==> config.mk <==
export PLATFORM = sky130hd
export DESIGN_NAME = pcl_core
export DESIGN_NICKNAME = d
export VERILOG_FILES = /design/src/hw/pcl_pkg.sv /design/src/hw/pcl_core.sv /design/src/hw/pcl_carrier.sv /design/src/hw/pcl_link.sv
export SDC_FILE = /design/constraint.sdc
export NUM_CORES = 1
export LEC_CHECK = 0
export BUFFER_PORTS_ARGS = -buffer_cell sky130_fd_sc_hd__buf_4
export CAP_MARGIN = 10
export CORE_UTILIZATION = 60
export CTS_BUF_LIST = sky130_fd_sc_hd__clkbuf_2 sky130_fd_sc_hd__clkbuf_4 sky130_fd_sc_hd__clkbuf_8
export DETAILED_ROUTE_END_ITERATION = 16
export PLACE_DENSITY = 0.86
export RECOVER_POWER = 50
export SLEW_MARGIN = 20
export SYNTH_ARGS = -nofsm -noshare
export SYNTH_HDL_FRONTEND = slang
export SYNTH_SLANG_ARGS = --single-unit
==> constraint.sdc <==
create_clock -name clock -period 7.52 [get_ports clock]
set_input_delay 0.752 -clock clock [delete_from_list [all_inputs] [get_ports clock]]
set_output_delay 0.752 -clock clock [all_outputs]
set_load 0.02 [all_outputs]
==> src/hw/pcl_pkg.sv <==
// Constants shared by the carrier, collision and link control core.
// Assumes a 100 MHz system clock and a 32-bit classic Wishbone bus.
package pcl_pkg;
  localparam int         CLK_MHZ    = 100;
  localparam int         WAKE_US    = 16;
  localparam int         WAKE_CYC   = WAKE_US * CLK_MHZ;
  localparam int         WAKE_W     = $clog2(WAKE_CYC + 1);
  localparam int         SETTLE_MS  = 330;
  localparam int         SETTLE_CYC = SETTLE_MS * 1000 * CLK_MHZ;
  localparam logic [7:0] ADR_CTRL   = 8'h00;
  localparam logic [7:0] ADR_STAT   = 8'h04;
  localparam logic [7:0] ADR_EEE    = 8'h08;
  // Control register fields.
  localparam int         C_SRST     = 0;
  localparam int         C_ISO      = 1;
  localparam int         C_COLT     = 2;
  localparam int         C_ANEG     = 3;
  localparam int         C_FDX      = 4;
  localparam int         C_RPT      = 5;
  localparam int         C_SPD10    = 6;
  localparam int         C_EEE      = 7;
  localparam logic [7:0] CTRL_RST   = 8'h08;
  // Bits that survive a soft reset.
  localparam logic [7:0] SR_KEEP    = 8'h80;
  // EEE register fields.
  localparam int         E_ADV      = 0;
  localparam int         E_CAP      = 1;
  // Sync vector positions.
  localparam int         Y_RCLK     = 12;
  localparam int         Y_RBIT     = 11;
  localparam int         Y_TXEN     = 10;
  localparam int         Y_TXER     = 9;
  localparam int         Y_VALID    = 4;
  localparam int         Y_LINK10   = 3;
  localparam int         Y_ANOK     = 2;
  localparam int         Y_RMII     = 1;
  localparam int         Y_INTSEL   = 0;
  localparam int         NSYNC      = 13;
  // Code groups, first received bit in the MSB.
  localparam logic [4:0] SYM_J      = 5'h18;
  localparam logic [4:0] SYM_K      = 5'h11;
  localparam logic [4:0] SYM_T      = 5'h0D;
  localparam logic [4:0] SYM_R      = 5'h07;
  localparam logic [4:0] SYM_I      = 5'h1F;
  localparam logic [9:0] ALL_ONES   = 10'h3FF;
  typedef enum logic [1:0] {CS_IDLE, CS_SENSE, CS_STREAM, CS_END} pcl_cs_t;
  typedef enum logic [1:0] {LK_DOWN, LK_SETTLE, LK_READY, LK_UP} pcl_lk_t;
endpackage : pcl_pkg

==> src/hw/pcl_core.sv <==
// Control and status core of a 10/100 transceiver on its MAC side.
// Assumes a 100 MHz clock, classic Wishbone and asynchronous pins.
// Summary of operation
// - EEE leaves hardware reset off and is switched only by the EEE enable bit.
// - EEE runs only in MII, transmit-error pin mode, enabled, advertised, 100 full duplex.
// - EEE capability and advertisement defaults follow the current EEE enable bit.
// - Isolate set ignores transmit enable, error and data; registers stay reachable.
// - Isolate reads zero after power-up.
// - Resets reload registers, exempt bits survive soft reset.
// - Interface runs slow for 16 us after reset, then fast if negotiating.
// - Writing soft reset starts a reset; bit self-clears well within 0.5 s.
// - Carrier sense on CRS or CRS_DV; receive only in repeater or full duplex.
// - Two non-adjacent zeros in any ten code bits raise carrier.
// - Ten ones before the start delimiter pair drop carrier.
// - After start pair, carrier ends on T-R or two idles, dropped early.
// - Collision while transmit and receive overlap, never in full duplex outside collision test.
// - Collision test raises COL within 512, drops within 4 bit times.
// - 100 and 10 Mbps link results merge into link status and LED.
// - Valid line goes to ready, waits negotiation, then up; direct without it.
// - Link monitor waits 330 ms of valid line before ready.
// - Loss of valid line drops link at once and returns to down.
// - In 10 Mbps mode link comes from the 10 Mbps receiver.
`timescale 1ns/1ps
`default_nettype none
module pcl_core #(
  parameter int SETTLE_CYC = pcl_pkg::SETTLE_CYC
) (
  // System
  input  wire logic        clock,
  input  wire logic        rst,
  // Wishbone slave
  input  wire logic        wb_cyc_i,
  input  wire logic        wb_stb_i,
  input  wire logic        wb_we_i,
  input  wire logic [7:0]  wb_adr_i,
  input  wire logic [3:0]  wb_sel_i,
  input  wire logic [31:0] wb_dat_i,
  output logic      [31:0] wb_dat_o,
  output logic             wb_ack_o,
  // MAC transmit pins
  input  wire logic        tx_en_pin,
  input  wire logic        tx_er_pin,
  input  wire logic [3:0]  txd_pin,
  // Receive code stream
  input  wire logic        rx_code_clk,
  input  wire logic        rx_code_bit,
  // Line and negotiation status
  input  wire logic        line_signal_valid,
  input  wire logic        link10_ok,
  input  wire logic        aneg_link_enable,
  // Straps
  input  wire logic        reduced_interface_select_strap,
  input  wire logic        interrupt_pin_select_strap,
  // MAC receive status
  output logic             crs_o,
  output logic             crs_dv_o,
  output logic             col_o,
  // Gated transmit path
  output logic             core_tx_en,
  output logic             core_tx_er,
  output logic      [3:0]  core_txd,
  // Status pins
  output logic             link_indicator_led,
  output logic             eee_active,
  output logic             iface_fast
);

  // Pin synchronisers.
  wire  [pcl_pkg::NSYNC-1:0] async_w;
  wire  [pcl_pkg::NSYNC-1:0] sync_w;

  assign async_w = {rx_code_clk,
                    rx_code_bit,
                    tx_en_pin,
                    tx_er_pin,
                    txd_pin,
                    line_signal_valid,
                    link10_ok,
                    aneg_link_enable,
                    reduced_interface_select_strap,
                    interrupt_pin_select_strap};

  for (genvar g = 0; g < pcl_pkg::NSYNC; g++)
  begin : g_sync
    logic s1_reg;
    logic s2_reg;
    always_ff @(posedge clock or posedge rst)
    begin
      if (rst)
      begin
        s1_reg <= 1'b0;
        s2_reg <= 1'b0;
      end
      else
      begin
        s1_reg <= async_w[g];
        s2_reg <= s1_reg;
      end
    end
    assign sync_w[g] = s2_reg;
  end

  // Register state.
  logic [7:0]               ctrl_reg;
  logic [7:0]               ctrl_next;
  logic                     srst_reg;
  logic                     adv_reg;
  logic                     adv_next;
  logic                     ack_reg;
  logic [31:0]              dat_reg;
  logic [1:0]               cap_cnt_reg;
  logic                     rmii_reg;
  logic                     intsel_reg;
  logic [pcl_pkg::WAKE_W-1:0] wake_cnt_reg;
  logic                     rclk_d_reg;
  logic                     col_reg;
  logic                     crs_reg;
  logic                     eee_reg;
  logic                     fast_reg;
  logic                     led_reg;
  logic                     rx_crs;
  logic                     link_ok;

  // Control fields.
  wire iso_w   = ctrl_reg[pcl_pkg::C_ISO];
  wire colt_w  = ctrl_reg[pcl_pkg::C_COLT];
  wire aneg_w  = ctrl_reg[pcl_pkg::C_ANEG];
  wire fdx_w   = ctrl_reg[pcl_pkg::C_FDX];
  wire rpt_w   = ctrl_reg[pcl_pkg::C_RPT];
  wire spd10_w = ctrl_reg[pcl_pkg::C_SPD10];
  wire eee_w   = ctrl_reg[pcl_pkg::C_EEE];

  // Bus decode.
  wire req_w     = wb_cyc_i && wb_stb_i && !ack_reg;
  wire wr_w      = req_w && wb_we_i && wb_sel_i[0];
  wire hit_ctrl  = wb_adr_i == pcl_pkg::ADR_CTRL;
  wire hit_stat  = wb_adr_i == pcl_pkg::ADR_STAT;
  wire hit_eee   = wb_adr_i == pcl_pkg::ADR_EEE;
  wire wr_ctrl   = wr_w && hit_ctrl;
  wire wr_eee    = wr_w && hit_eee;
  wire srst_go   = wr_ctrl && wb_dat_i[pcl_pkg::C_SRST];

  // Soft reset reloads everything but the exempt bits; power-down has no path here.
  assign ctrl_next = srst_reg ? ((pcl_pkg::CTRL_RST & ~pcl_pkg::SR_KEEP) |
                                 (ctrl_reg & pcl_pkg::SR_KEEP))
                   : wr_ctrl  ? {wb_dat_i[7:1], 1'b0}
                   : ctrl_reg;

  // Advertisement tracks each change of the enable bit, even after software writes it.
  assign adv_next = srst_reg ? eee_w
                  : wr_eee   ? wb_dat_i[pcl_pkg::E_ADV]
                  : (wr_ctrl && wb_dat_i[pcl_pkg::C_EEE] != eee_w) ? wb_dat_i[pcl_pkg::C_EEE]
                  : adv_reg;

  // Read data.
  wire [7:0]  stat_w = {1'b0,
                        col_reg,
                        crs_reg,
                        intsel_reg,
                        rmii_reg,
                        fast_reg,
                        eee_reg,
                        link_ok};
  wire [31:0] rd_w   = hit_ctrl ? {24'h000000, ctrl_reg | {7'h00, srst_reg}}
                     : hit_stat ? {24'h000000, stat_w}
                     : hit_eee  ? {30'h00000000, eee_w, adv_reg}
                     : 32'h00000000;

  always_ff @(posedge clock or posedge rst)
  begin
    if (rst)
    begin
      ctrl_reg <= pcl_pkg::CTRL_RST;
      adv_reg  <= 1'b0;
      srst_reg <= 1'b0;
      ack_reg  <= 1'b0;
      dat_reg  <= 32'h00000000;
    end
    else
    begin
      ctrl_reg <= ctrl_next;
      adv_reg  <= adv_next;
      srst_reg <= srst_go;
      ack_reg  <= req_w;
      dat_reg  <= req_w ? rd_w : dat_reg;
    end
  end

  assign wb_ack_o = ack_reg;
  assign wb_dat_o = dat_reg;

  // Straps are taken once the synchronisers hold real pin levels.
  always_ff @(posedge clock or posedge rst)
  begin
    if (rst)
    begin
      cap_cnt_reg <= 2'h0;
      rmii_reg    <= 1'b0;
      intsel_reg  <= 1'b0;
    end
    else if (cap_cnt_reg != 2'h3)
    begin
      cap_cnt_reg <= cap_cnt_reg + 2'h1;
      rmii_reg    <= sync_w[pcl_pkg::Y_RMII];
      intsel_reg  <= sync_w[pcl_pkg::Y_INTSEL];
    end
  end

  // Interface speed after reset.
  wire wake_done = wake_cnt_reg == pcl_pkg::WAKE_W'(pcl_pkg::WAKE_CYC);

  always_ff @(posedge clock or posedge rst)
  begin
    if (rst)
      wake_cnt_reg <= '0;
    else if (srst_reg)
      wake_cnt_reg <= '0;
    else if (!wake_done)
      wake_cnt_reg <= wake_cnt_reg + 1'b1;
  end

  // Transmit path, carrier and collision.
  wire tx_act    = sync_w[pcl_pkg::Y_TXEN] && !iso_w;
  wire rx_tick   = sync_w[pcl_pkg::Y_RCLK] && !rclk_d_reg;
  wire rx_only   = rpt_w || fdx_w;
  wire crs_w     = rx_crs || (!rx_only && tx_act);
  wire col_w     = colt_w ? tx_act : (!fdx_w && tx_act && rx_crs);
  wire eee_ok    = !rmii_reg && !intsel_reg && eee_w && adv_reg &&
                   link_ok && fdx_w && !spd10_w;

  always_ff @(posedge clock or posedge rst)
  begin
    if (rst)
    begin
      rclk_d_reg <= 1'b0;
      col_reg    <= 1'b0;
      crs_reg    <= 1'b0;
      eee_reg    <= 1'b0;
      fast_reg   <= 1'b0;
      led_reg    <= 1'b0;
      core_tx_en <= 1'b0;
      core_tx_er <= 1'b0;
      core_txd   <= 4'h0;
      crs_o      <= 1'b0;
      crs_dv_o   <= 1'b0;
    end
    else
    begin
      rclk_d_reg <= sync_w[pcl_pkg::Y_RCLK];
      col_reg    <= col_w;
      crs_reg    <= crs_w;
      eee_reg    <= eee_ok;
      fast_reg   <= wake_done && aneg_w;
      led_reg    <= link_ok;
      core_tx_en <= tx_act;
      core_tx_er <= sync_w[pcl_pkg::Y_TXER] && !iso_w;
      core_txd   <= iso_w ? 4'h0 : sync_w[8:5];
      crs_o      <= !rmii_reg && crs_w;
      crs_dv_o   <= rmii_reg && crs_w;
    end
  end

  assign col_o              = col_reg;
  assign eee_active         = eee_reg;
  assign iface_fast         = fast_reg;
  assign link_indicator_led = led_reg;

  pcl_carrier u_carrier (
    .clock     (clock),
    .rst       (rst),
    .clr       (srst_reg),
    .bit_valid (rx_tick),
    .bit_in    (sync_w[pcl_pkg::Y_RBIT]),
    .crs       (rx_crs)
  );

  pcl_link #(
    .SETTLE_CYC (SETTLE_CYC)
  ) u_link (
    .clock   (clock),
    .rst     (rst),
    .clr     (srst_reg),
    .valid   (sync_w[pcl_pkg::Y_VALID]),
    .aneg_en (aneg_w),
    .aneg_ok (sync_w[pcl_pkg::Y_ANOK]),
    .speed10 (spd10_w),
    .link10  (sync_w[pcl_pkg::Y_LINK10]),
    .link    (link_ok)
  );
endmodule : pcl_core
`default_nettype wire

==> src/hw/pcl_carrier.sv <==
// Carrier detector working on the encoded, unscrambled receive bits.
// Assumes one bit_valid pulse per received code bit.
`timescale 1ns/1ps
`default_nettype none
module pcl_carrier (
  // Clock and reset
  input  wire logic clock,
  input  wire logic rst,
  input  wire logic clr,
  // Code bits
  input  wire logic bit_valid,
  input  wire logic bit_in,
  // Result
  output logic      crs
);
  logic [9:0]       win_reg;
  logic [2:0]       cnt_reg;
  logic             pend_t_reg;
  pcl_pkg::pcl_cs_t st_reg;
  pcl_pkg::pcl_cs_t st_next;
  wire  [9:0]       win_w    = {win_reg[8:0], bit_in};
  wire  [4:0]       sym_w    = win_w[4:0];
  wire              sym_done = bit_valid && cnt_reg == 3'h4;

  function automatic logic two_zeros(input logic [9:0] w);
    logic f;
    f = 1'b0;
    for (int i = 0; i < 8; i++)
      for (int j = i + 2; j < 10; j++)
        if (!w[i] && !w[j])
          f = 1'b1;
    return f;
  endfunction : two_zeros

  always_comb
  begin
    st_next = st_reg;
    unique case (st_reg)
      pcl_pkg::CS_IDLE:   if (bit_valid && two_zeros(win_w)) st_next = pcl_pkg::CS_SENSE;
      pcl_pkg::CS_SENSE:
        if (bit_valid && win_w == pcl_pkg::ALL_ONES) st_next = pcl_pkg::CS_IDLE;
        else if (bit_valid && win_w == {pcl_pkg::SYM_J, pcl_pkg::SYM_K})
          st_next = pcl_pkg::CS_STREAM;
      pcl_pkg::CS_STREAM:
        if (sym_done && (sym_w == pcl_pkg::SYM_T || sym_w == pcl_pkg::SYM_I))
          st_next = pcl_pkg::CS_END;
      pcl_pkg::CS_END:
        if (sym_done)
          st_next = ((pend_t_reg && sym_w == pcl_pkg::SYM_R) ||
                     (!pend_t_reg && sym_w == pcl_pkg::SYM_I)) ? pcl_pkg::CS_IDLE
                                                               : pcl_pkg::CS_STREAM;
    endcase
    if (clr)
      st_next = pcl_pkg::CS_IDLE;
  end

  always_ff @(posedge clock or posedge rst)
  begin
    if (rst)
    begin
      st_reg     <= pcl_pkg::CS_IDLE;
      win_reg    <= 10'h3FF;
      cnt_reg    <= 3'h0;
      pend_t_reg <= 1'b0;
      crs        <= 1'b0;
    end
    else
    begin
      st_reg     <= st_next;
      // The delimiter bits are flushed at stream end so they cannot raise carrier again.
      win_reg    <= (clr || (st_reg == pcl_pkg::CS_END && st_next == pcl_pkg::CS_IDLE))
                    ? pcl_pkg::ALL_ONES : bit_valid ? win_w : win_reg;
      cnt_reg    <= (st_reg == pcl_pkg::CS_SENSE || sym_done) ? 3'h0 : cnt_reg + 3'(bit_valid);
      pend_t_reg <= (st_next == pcl_pkg::CS_END && st_reg == pcl_pkg::CS_STREAM)
                    ? sym_w == pcl_pkg::SYM_T : pend_t_reg;
      crs        <= st_next == pcl_pkg::CS_SENSE || st_next == pcl_pkg::CS_STREAM;
    end
  end
endmodule : pcl_carrier
`default_nettype wire

==> src/hw/pcl_link.sv <==
// Link monitor for the 100 Mbps path, merged with the 10 Mbps result.
// Assumes synchronised status inputs on the system clock.
`timescale 1ns/1ps
`default_nettype none
module pcl_link #(
  parameter int SETTLE_CYC = pcl_pkg::SETTLE_CYC
) (
  // Clock and reset
  input  wire logic clock,
  input  wire logic rst,
  input  wire logic clr,
  // Status in
  input  wire logic valid,
  input  wire logic aneg_en,
  input  wire logic aneg_ok,
  input  wire logic speed10,
  input  wire logic link10,
  // Result
  output logic      link
);
  localparam int    CW = $clog2(SETTLE_CYC + 1);
  localparam logic [CW-1:0] LAST = CW'(SETTLE_CYC - 1);
  logic [CW-1:0]    cnt_reg;
  logic [CW-1:0]    vrun_reg;
  pcl_pkg::pcl_lk_t st_reg;
  pcl_pkg::pcl_lk_t st_next;

  always_comb
  begin
    st_next = st_reg;
    unique case (st_reg)
      pcl_pkg::LK_DOWN:   st_next = pcl_pkg::LK_SETTLE;
      pcl_pkg::LK_SETTLE: if (cnt_reg == LAST)
          st_next = aneg_en ? pcl_pkg::LK_READY : pcl_pkg::LK_UP;
      pcl_pkg::LK_READY:  if (aneg_ok || !aneg_en) st_next = pcl_pkg::LK_UP;
      pcl_pkg::LK_UP:     st_next = pcl_pkg::LK_UP;
    endcase
    if (!valid || clr)
      st_next = pcl_pkg::LK_DOWN;
  end

  always_ff @(posedge clock or posedge rst)
  begin
    if (rst)
    begin
      st_reg   <= pcl_pkg::LK_DOWN;
      cnt_reg  <= '0;
      vrun_reg <= '0;
      link     <= 1'b0;
    end
    else
    begin
      st_reg   <= st_next;
      cnt_reg  <= (st_reg == pcl_pkg::LK_SETTLE) ? cnt_reg + 1'b1 : '0;
      vrun_reg <= (!valid || clr) ? '0 : (vrun_reg == LAST + 1'b1) ? vrun_reg : vrun_reg + 1'b1;
      link     <= speed10 ? link10 : st_next == pcl_pkg::LK_UP;
    end
  end
endmodule : pcl_link
`default_nettype wire

# After elaboration in Yosys (flattened, before gate mapping)
# Index checks and enable logic that the tools add are counted.
[totals] regBits=142 latch_bits=0 ramBits=0 romBits=0 output_inout_bits=45 word_cells=257 memories=0
[op_classes] n_addsub=4 multipliers=0 n_div=0 magnitude_cmp=0 eq_ne=23 shift=0 n_mux=67 bitwise=2 reduce_logical=106
[op_table] operator="$logic_and 1x1->1" count=68
[op_table] operator="$mux 1" count=43
[op_table] operator="$add 25x1->25 const B" count=1
[op_table] operator="$eq 25x25->1 const B" count=1
[op_table] operator="$mux 25" count=1
[op_table] operator="$mux 11" count=2
[op_table] operator="$mux 2" count=11
[op_table] operator="$logic_not 1->1" count=21
[op_table] operator="$mux 7" count=3
[op_table] operator="$eq 10x10->1 const B" count=2
[op_table] operator="$mux 9" count=2
[op_table] operator="$pmux 2 s4" count=2
[op_table] operator="$eq 2x2->1 const B" count=7
[op_table] operator="$add 11x1->11 const B" count=1
[op_table] operator="$eq 11x11->1 const B" count=1
[op_table] operator="$logic_or 1x1->1" count=9
[op_table] operator="$eq 8x3->1 const B" count=1
[op_table] operator="$eq 8x4->1 const B" count=1
[op_table] operator="$logic_not 8->1" count=1
[op_table] operator="$mux 8" count=1
[op_table] operator="$or 8x1->8" count=1
[op_table] operator="$eq 2x1->1 const B" count=3
[op_table] operator="$logic_not 2->1" count=3
[op_table] operator="$eq 5x3->1 const B" count=1
[op_table] operator="13 further kinds" count=15

# Logic depth before layout (Yosys ltp)
[logic_depth] word_depth=47 mapped_depth=11 mapped_depth_nobuf=10

# Modules after synthesis
# From an unflattened synthesis, not the netlist that was laid out.
[unflattened] hier_cells=469 hier_area_um2=5303.8
[modules_own_cells] module="pcl_core" n_inst=1 cells_each=231 area_per_inst_um2=2896.5
[modules_own_cells] module="pcl_link" n_inst=1 cells_each=151 area_per_inst_um2=1477.7
[modules_own_cells] module="pcl_carrier" n_inst=1 cells_each=87 area_per_inst_um2=929.6

# Worst setup path before layout
# Ideal clock, no wire load.
[synth_timing] kind="flip-flop to flip-flop" from="register u_carrier.win_reg[0]" to="register u_carrier.win_reg[0]" setup_time_ns=0.108 t_arrival_ns=2.237 required_time_ns=7.412 slack_ns=5.175 stages_incl_launch_ff=9 path_cell_list="dfstp_2 buf_6 or4b_4 nor4_4 a21oi_1 or2_1 ha_1 a31oi_1 nand3_1"
[synth_between] elab_chain_len=39 word_cells_on_any_way=63 classes_between="5 x eq/ne; 38 x mux; 20 x reduce/logical"
[synth_lines] element="start, declared" line="pcl_carrier.sv:16" text="logic [9:0] win_reg;"
[synth_lines] element="start signal, assigned" line="pcl_carrier.sv:71" text="win_reg <= (clr || (st_reg == pcl_pkg::CS_END && st_next == pcl_pkg::CS_IDLE))"
[synth_lines] element="$logic_not 1->1" line="pcl_carrier.sv:30" text="if (!w[i] && !w[j])"
[synth_lines] element="$logic_and 1x1->1" line="pcl_carrier.sv:30"
[synth_lines] element="$mux 1 (28 in series)" line="pcl_carrier.sv:30"
[synth_lines] element="$mux 1" line="pcl_carrier.sv:38" text="unique case (st_reg)"
[synth_lines] element="$logic_and 1x1->1" line="pcl_carrier.sv:39" text="pcl_pkg::CS_IDLE: if (bit_valid && two_zeros(win_w)) st_next = pcl_pkg::CS_SENSE;"
[synth_lines] element="$mux 2" line="pcl_carrier.sv:39"
[synth_lines] element="$pmux 2 s4 *" line="pcl_carrier.sv:38"
[synth_lines] element="$mux 2 *" line="pcl_carrier.sv:53" text="if (clr)"
[synth_lines] element="$logic_not 2->1 *" line="pcl_carrier.sv:71"
[synth_lines] element="$logic_and 1x1->1 *" line="pcl_carrier.sv:71"
[synth_lines] element="$logic_or 1x1->1 *" line="pcl_carrier.sv:71"
[synth_lines] element="$mux 9 or $reduce_bool 2->1 (tied branches)"
# Mark *: on every way between the ends. The rest lies on a longest branch, timed or not. The select of a mux whose other input is x is not followed.
# A chain may end at the register's enable or synchronous reset.

# Worst setup path in the final report
[layout_timing] from="register rclk_d_reg" to="register u_carrier.win_reg[3]"
[layout_between] elab_chain_len=11 word_cells_on_any_way=19 classes_between="8 x mux; 11 x reduce/logical"
[layout_lines] element="start, declared" line="pcl_core.sv:115" text="logic rclk_d_reg;"
[layout_lines] element="start signal, assigned" line="pcl_core.sv:249" text="rclk_d_reg <= sync_w[pcl_pkg::Y_RCLK];"
[layout_lines] element="$logic_not 1->1 *" line="pcl_core.sv:224" text="wire rx_tick = sync_w[pcl_pkg::Y_RCLK] && !rclk_d_reg;"
[layout_lines] element="$logic_and 1x1->1 *" line="pcl_core.sv:224"
[layout_lines] element="$logic_and 1x1->1, on equally long branches" line="pcl_carrier.sv:42, pcl_carrier.sv:23"
[layout_lines] element="$mux 2 or $logic_and 1x1->1 (tied branches)" line="pcl_carrier.sv:42, pcl_carrier.sv:45"
[layout_lines] element="$mux 2, on equally long branches" line="pcl_carrier.sv:41, pcl_carrier.sv:45"
[layout_lines] element="$pmux 2 s4" line="pcl_carrier.sv:38"
[layout_lines] element="$mux 2" line="pcl_carrier.sv:53"
[layout_lines] element="$logic_not 2->1" line="pcl_carrier.sv:71"
[layout_lines] element="$logic_and 1x1->1" line="pcl_carrier.sv:71"
[layout_lines] element="$logic_or 1x1->1" line="pcl_carrier.sv:71"
[layout_lines] element="$mux 9 or $reduce_bool 2->1 (tied branches)"
# Mark *: on every way between the ends. The rest lies on a longest branch, timed or not.

==> impl_metrics.json <==
{
  "ir_drop_v": 0.000205,
  "combPwrFrac": 0.105,
  "synth_edf_count": 0,
  "syn_to_final_growth_pct": 16.5,
  "wire_per_inst_um": 14.6,
  "instances_no_fill": 649,
  "cts_tree": "done",
  "hold_buffers": 0,
  "critPathLaunch": "rclk_d_reg",
  "hold_viol_final": 0,
  "diodes": 0,
  "grt_pass1_wl_mm": 16.4,
  "power_density_nw_per_um2": 257,
  "synth-seq-area-share": 0.576,
  "p_sw_uw": 389,
  "synthesis.area_um2": 5100,
  "internal_power_mw": 1.14,
  "wl_mm": 9.50,
  "vias_per_cell": 5.52,
  "worst_r2r_endpoint": "u_carrier.win_reg[3]",
  "ys_seq_elements": 117,
  "crit_end": "u_carrier.win_reg[3]",
  "clkTransAtPathRegs_ns": 0.07,
  "place_inst": 617,
  "power.leakage_nw": 2.75,
  "status": "complete, no violations",
  "firstDrtPassIters": 5,
  "path_cells": "nand2b_1, inv_2, nand3_1, nor4_1, nor4_1, or3_1, ha_1, a31oi_1, nand3_1",
  "ioPinCount": 107,
  "cp_max_fo": 11,
  "antenna_left": 0,
  "hp-class": "register to register",
  "layout.nets": 601,
  "numCtsBuffers": 17,
  "ff2ff_setup_slack_ns": 4.55,
  "clkSinkCount": 117,
  "switching_share": 0.255,
  "synthArstFlopShare": 1.00,
  "syn_area_per_cell_um2": 10.9,
  "num_rows": 33,
  "slowest_stage": "a31oi_1",
  "grt_antenna_before_repair": 0,
  "critPathRequiredTime_ns": 7.82,
  "relSlewSlack": 0.151,
  "rsz0062_at_grt": "false",
  "setup.worst_path.end_class": "register",
  "tightestPinTransition_ns": 1.27,
  "cp_top_family": "simple AND/OR/NAND/NOR gates",
  "root_buffer": "clkbuf_8",
  "ys_types": 54,
  "power_frac_clock": 0.406,
  "insertion_delay_ns": 0.42,
  "route.detailed.drc": 0,
  "final_max_slew_viol_count": 0,
  "fill_cells": 564,
  "grt_pass1_vias": 3447,
  "cts_max_path_buffers": 2,
  "crit_buf_inv": 1,
  "core_area_um2": 8220,
  "seq_power_share": 0.488,
  "tns_ns": 0,
  "cts-resized-gates": 0,
  "drive_above_1_share": 0.199,
  "grtUsageTotal": 0.247,
  "hp-start": "g_sync[1].s1_reg",
  "reg2reg_depth": 9,
  "routabilityCongestion": 0.878,
  "worstReg2RegStart": "rclk_d_reg",
  "slowest_delay_ns": 0.61,
  "yosys_warnings": 0,
  "start_util": 0.621,
  "portBuffers": 55,
  "syn-instance-count": 470,
  "place_hpwl_mm": 6.39,
  "fmax_mhz": 337,
  "die_y_um": 94.2,
  "grt_max_degree": 90,
  "postCtsSetupBuffers": 0,
  "drv_cap": 0,
  "vias": 3585,
  "setup.worst_path.class": "register to register",
  "critical_path_depth": 9,
  "grt.overflow.total": 0,
  "crit_path_start_kind": "register",
  "finalSetupViolCount": 0,
  "first_iter_violations": 223,
  "die_x_um": 94.2,
  "synth_top_flop_cell": "dfrtp_1",
  "min_period_ns": 2.97,
  "die-area_um2": 8870,
  "largest_register_ffs": 25,
  "skew_ns": 0.0107,
  "cp.arrival_ns": 3.28,
  "h-tree-depth": 4,
  "fin_crit_sh": 0.395
}
==> cells in the mapped netlist, drive strengths merged, types with 5 or more instances <==
cell type | number | area, um^2
nand4 | 14 | 87.6
or3 | 5 | 31.3
a21oi | 13 | 65.1
dfrtp | 107 | 2680
xor2 | 23 | 201
nor4 | 9 | 77.6
nor2b | 9 | 56.3
dfstp | 10 | 263
clkbuf | 9 | 33.8
nand2 | 41 | 154
a221oi | 5 | 43.8
and4 | 5 | 43.8
nor2 | 68 | 255
and3 | 9 | 56.3
inv | 9 | 33.8
xnor2 | 11 | 96.3
mux2i | 7 | 70.1
nor3 | 8 | 40.0
buf | 28 | 206
ha | 8 | 100
nand3 | 25 | 125
==> cell families (layout without fill, tap and decap cells) <==
family	Yosys count	count (layout)	synth area share
AND/OR/NAND/NOR	217	217	0.222
flip-flops	117	117	0.576
buffers and inverters	46	97	0.0537
AO/OA/AOI/OAI	36	36	0.0468
XOR/XNOR	34	34	0.0584
multiplexers	11	11	0.0226
adder cells (fa/ha/maj)	8	8	0.0196
other	1	24	0.000735
==> cells in the final DEF, fill, tap and decap left out, drive strengths merged, types with 2 or more instances in the layout <==
cell type,n
a21oi,13
a221oi,5
and2,3
and3,9
and4,5
buf,41
bufinv,4
clkbuf,35
clkinv,3
clkinvlp,5
conb,24
dfrtp,107
dfstp,10
ha,8
inv,9
mux2,4
mux2i,7
nand2,41
nand2b,4
nand3,25
nand3b,3
nand4,14
nor2,68
nor2b,9
nor3,8
nor3b,3
nor4,9
nor4b,3
o211ai,3
o21ai,4
o2bb2ai,2
o31ai,2
o41ai,2
or3,5
xnor2,11
xor2,23
==> how the worst min path moves through the flow <==
stage	endpoint	slack (ns)	cells after the start
after floorplan	g_sync[0].s2_reg	0.33	0
after global placement	g_sync[8].s2_reg	0.33	0
after detailed placement	g_sync[7].s2_reg	0.34	0
after CTS	g_sync[12].s1_reg	0.30	2
after global routing	g_sync[6].s2_reg	0.35	0
final	g_sync[1].s2_reg	0.35	0
==> layer usage <==
metal,wire length (um),share of wire,track usage
met2,4550,0.48,0.367
met4,86,0.0091,0.0628
met1,4250,0.45,0.341
met5,0,0,0
met3,608,0.064,0.0963
==> layout make-up <==
type                       instances  area (um^2)  area share
timing repair buffer              56          424      0.0714
sequential                       117         2940       0.495
clock inverter                    12          178      0.0299
inverter                           9         35.0     0.00589
clock buffer                      20          263      0.0442
tap                              105          131      0.0221
multi-input combinational        330         1970       0.332
==> stage by stage <==
step	area, um^2	power [mW]	utilization	hold slack (ns)	setup slack [ns]
3_5_place_dp	5500	0.916	0.670	0.336	4.58
5_1_grt	5940	1.61	0.723	0.351	4.20
6_report	5940	1.53	0.723	0.347	4.55
4_1_cts	5940	1.54	0.723	0.298	4.58
3_3_place_gp	5500	0.906	0.670	0.332	4.74
2_1_floorplan	5190	0.866	-	0.331	3.68
==> power groups by stage <==
stage	Combinational [mW]	Clock, mW	Sequential, mW
6_report	0.161	0.620	0.745
4_1_cts	0.163	0.632	0.743
2_1_floorplan	0.119	0	0.746
3_5_place_dp	0.162	0	0.754
5_1_grt	0.183	0.671	0.752
3_3_place_gp	0.156	0	0.750
(Power assumes the default switching activity.)
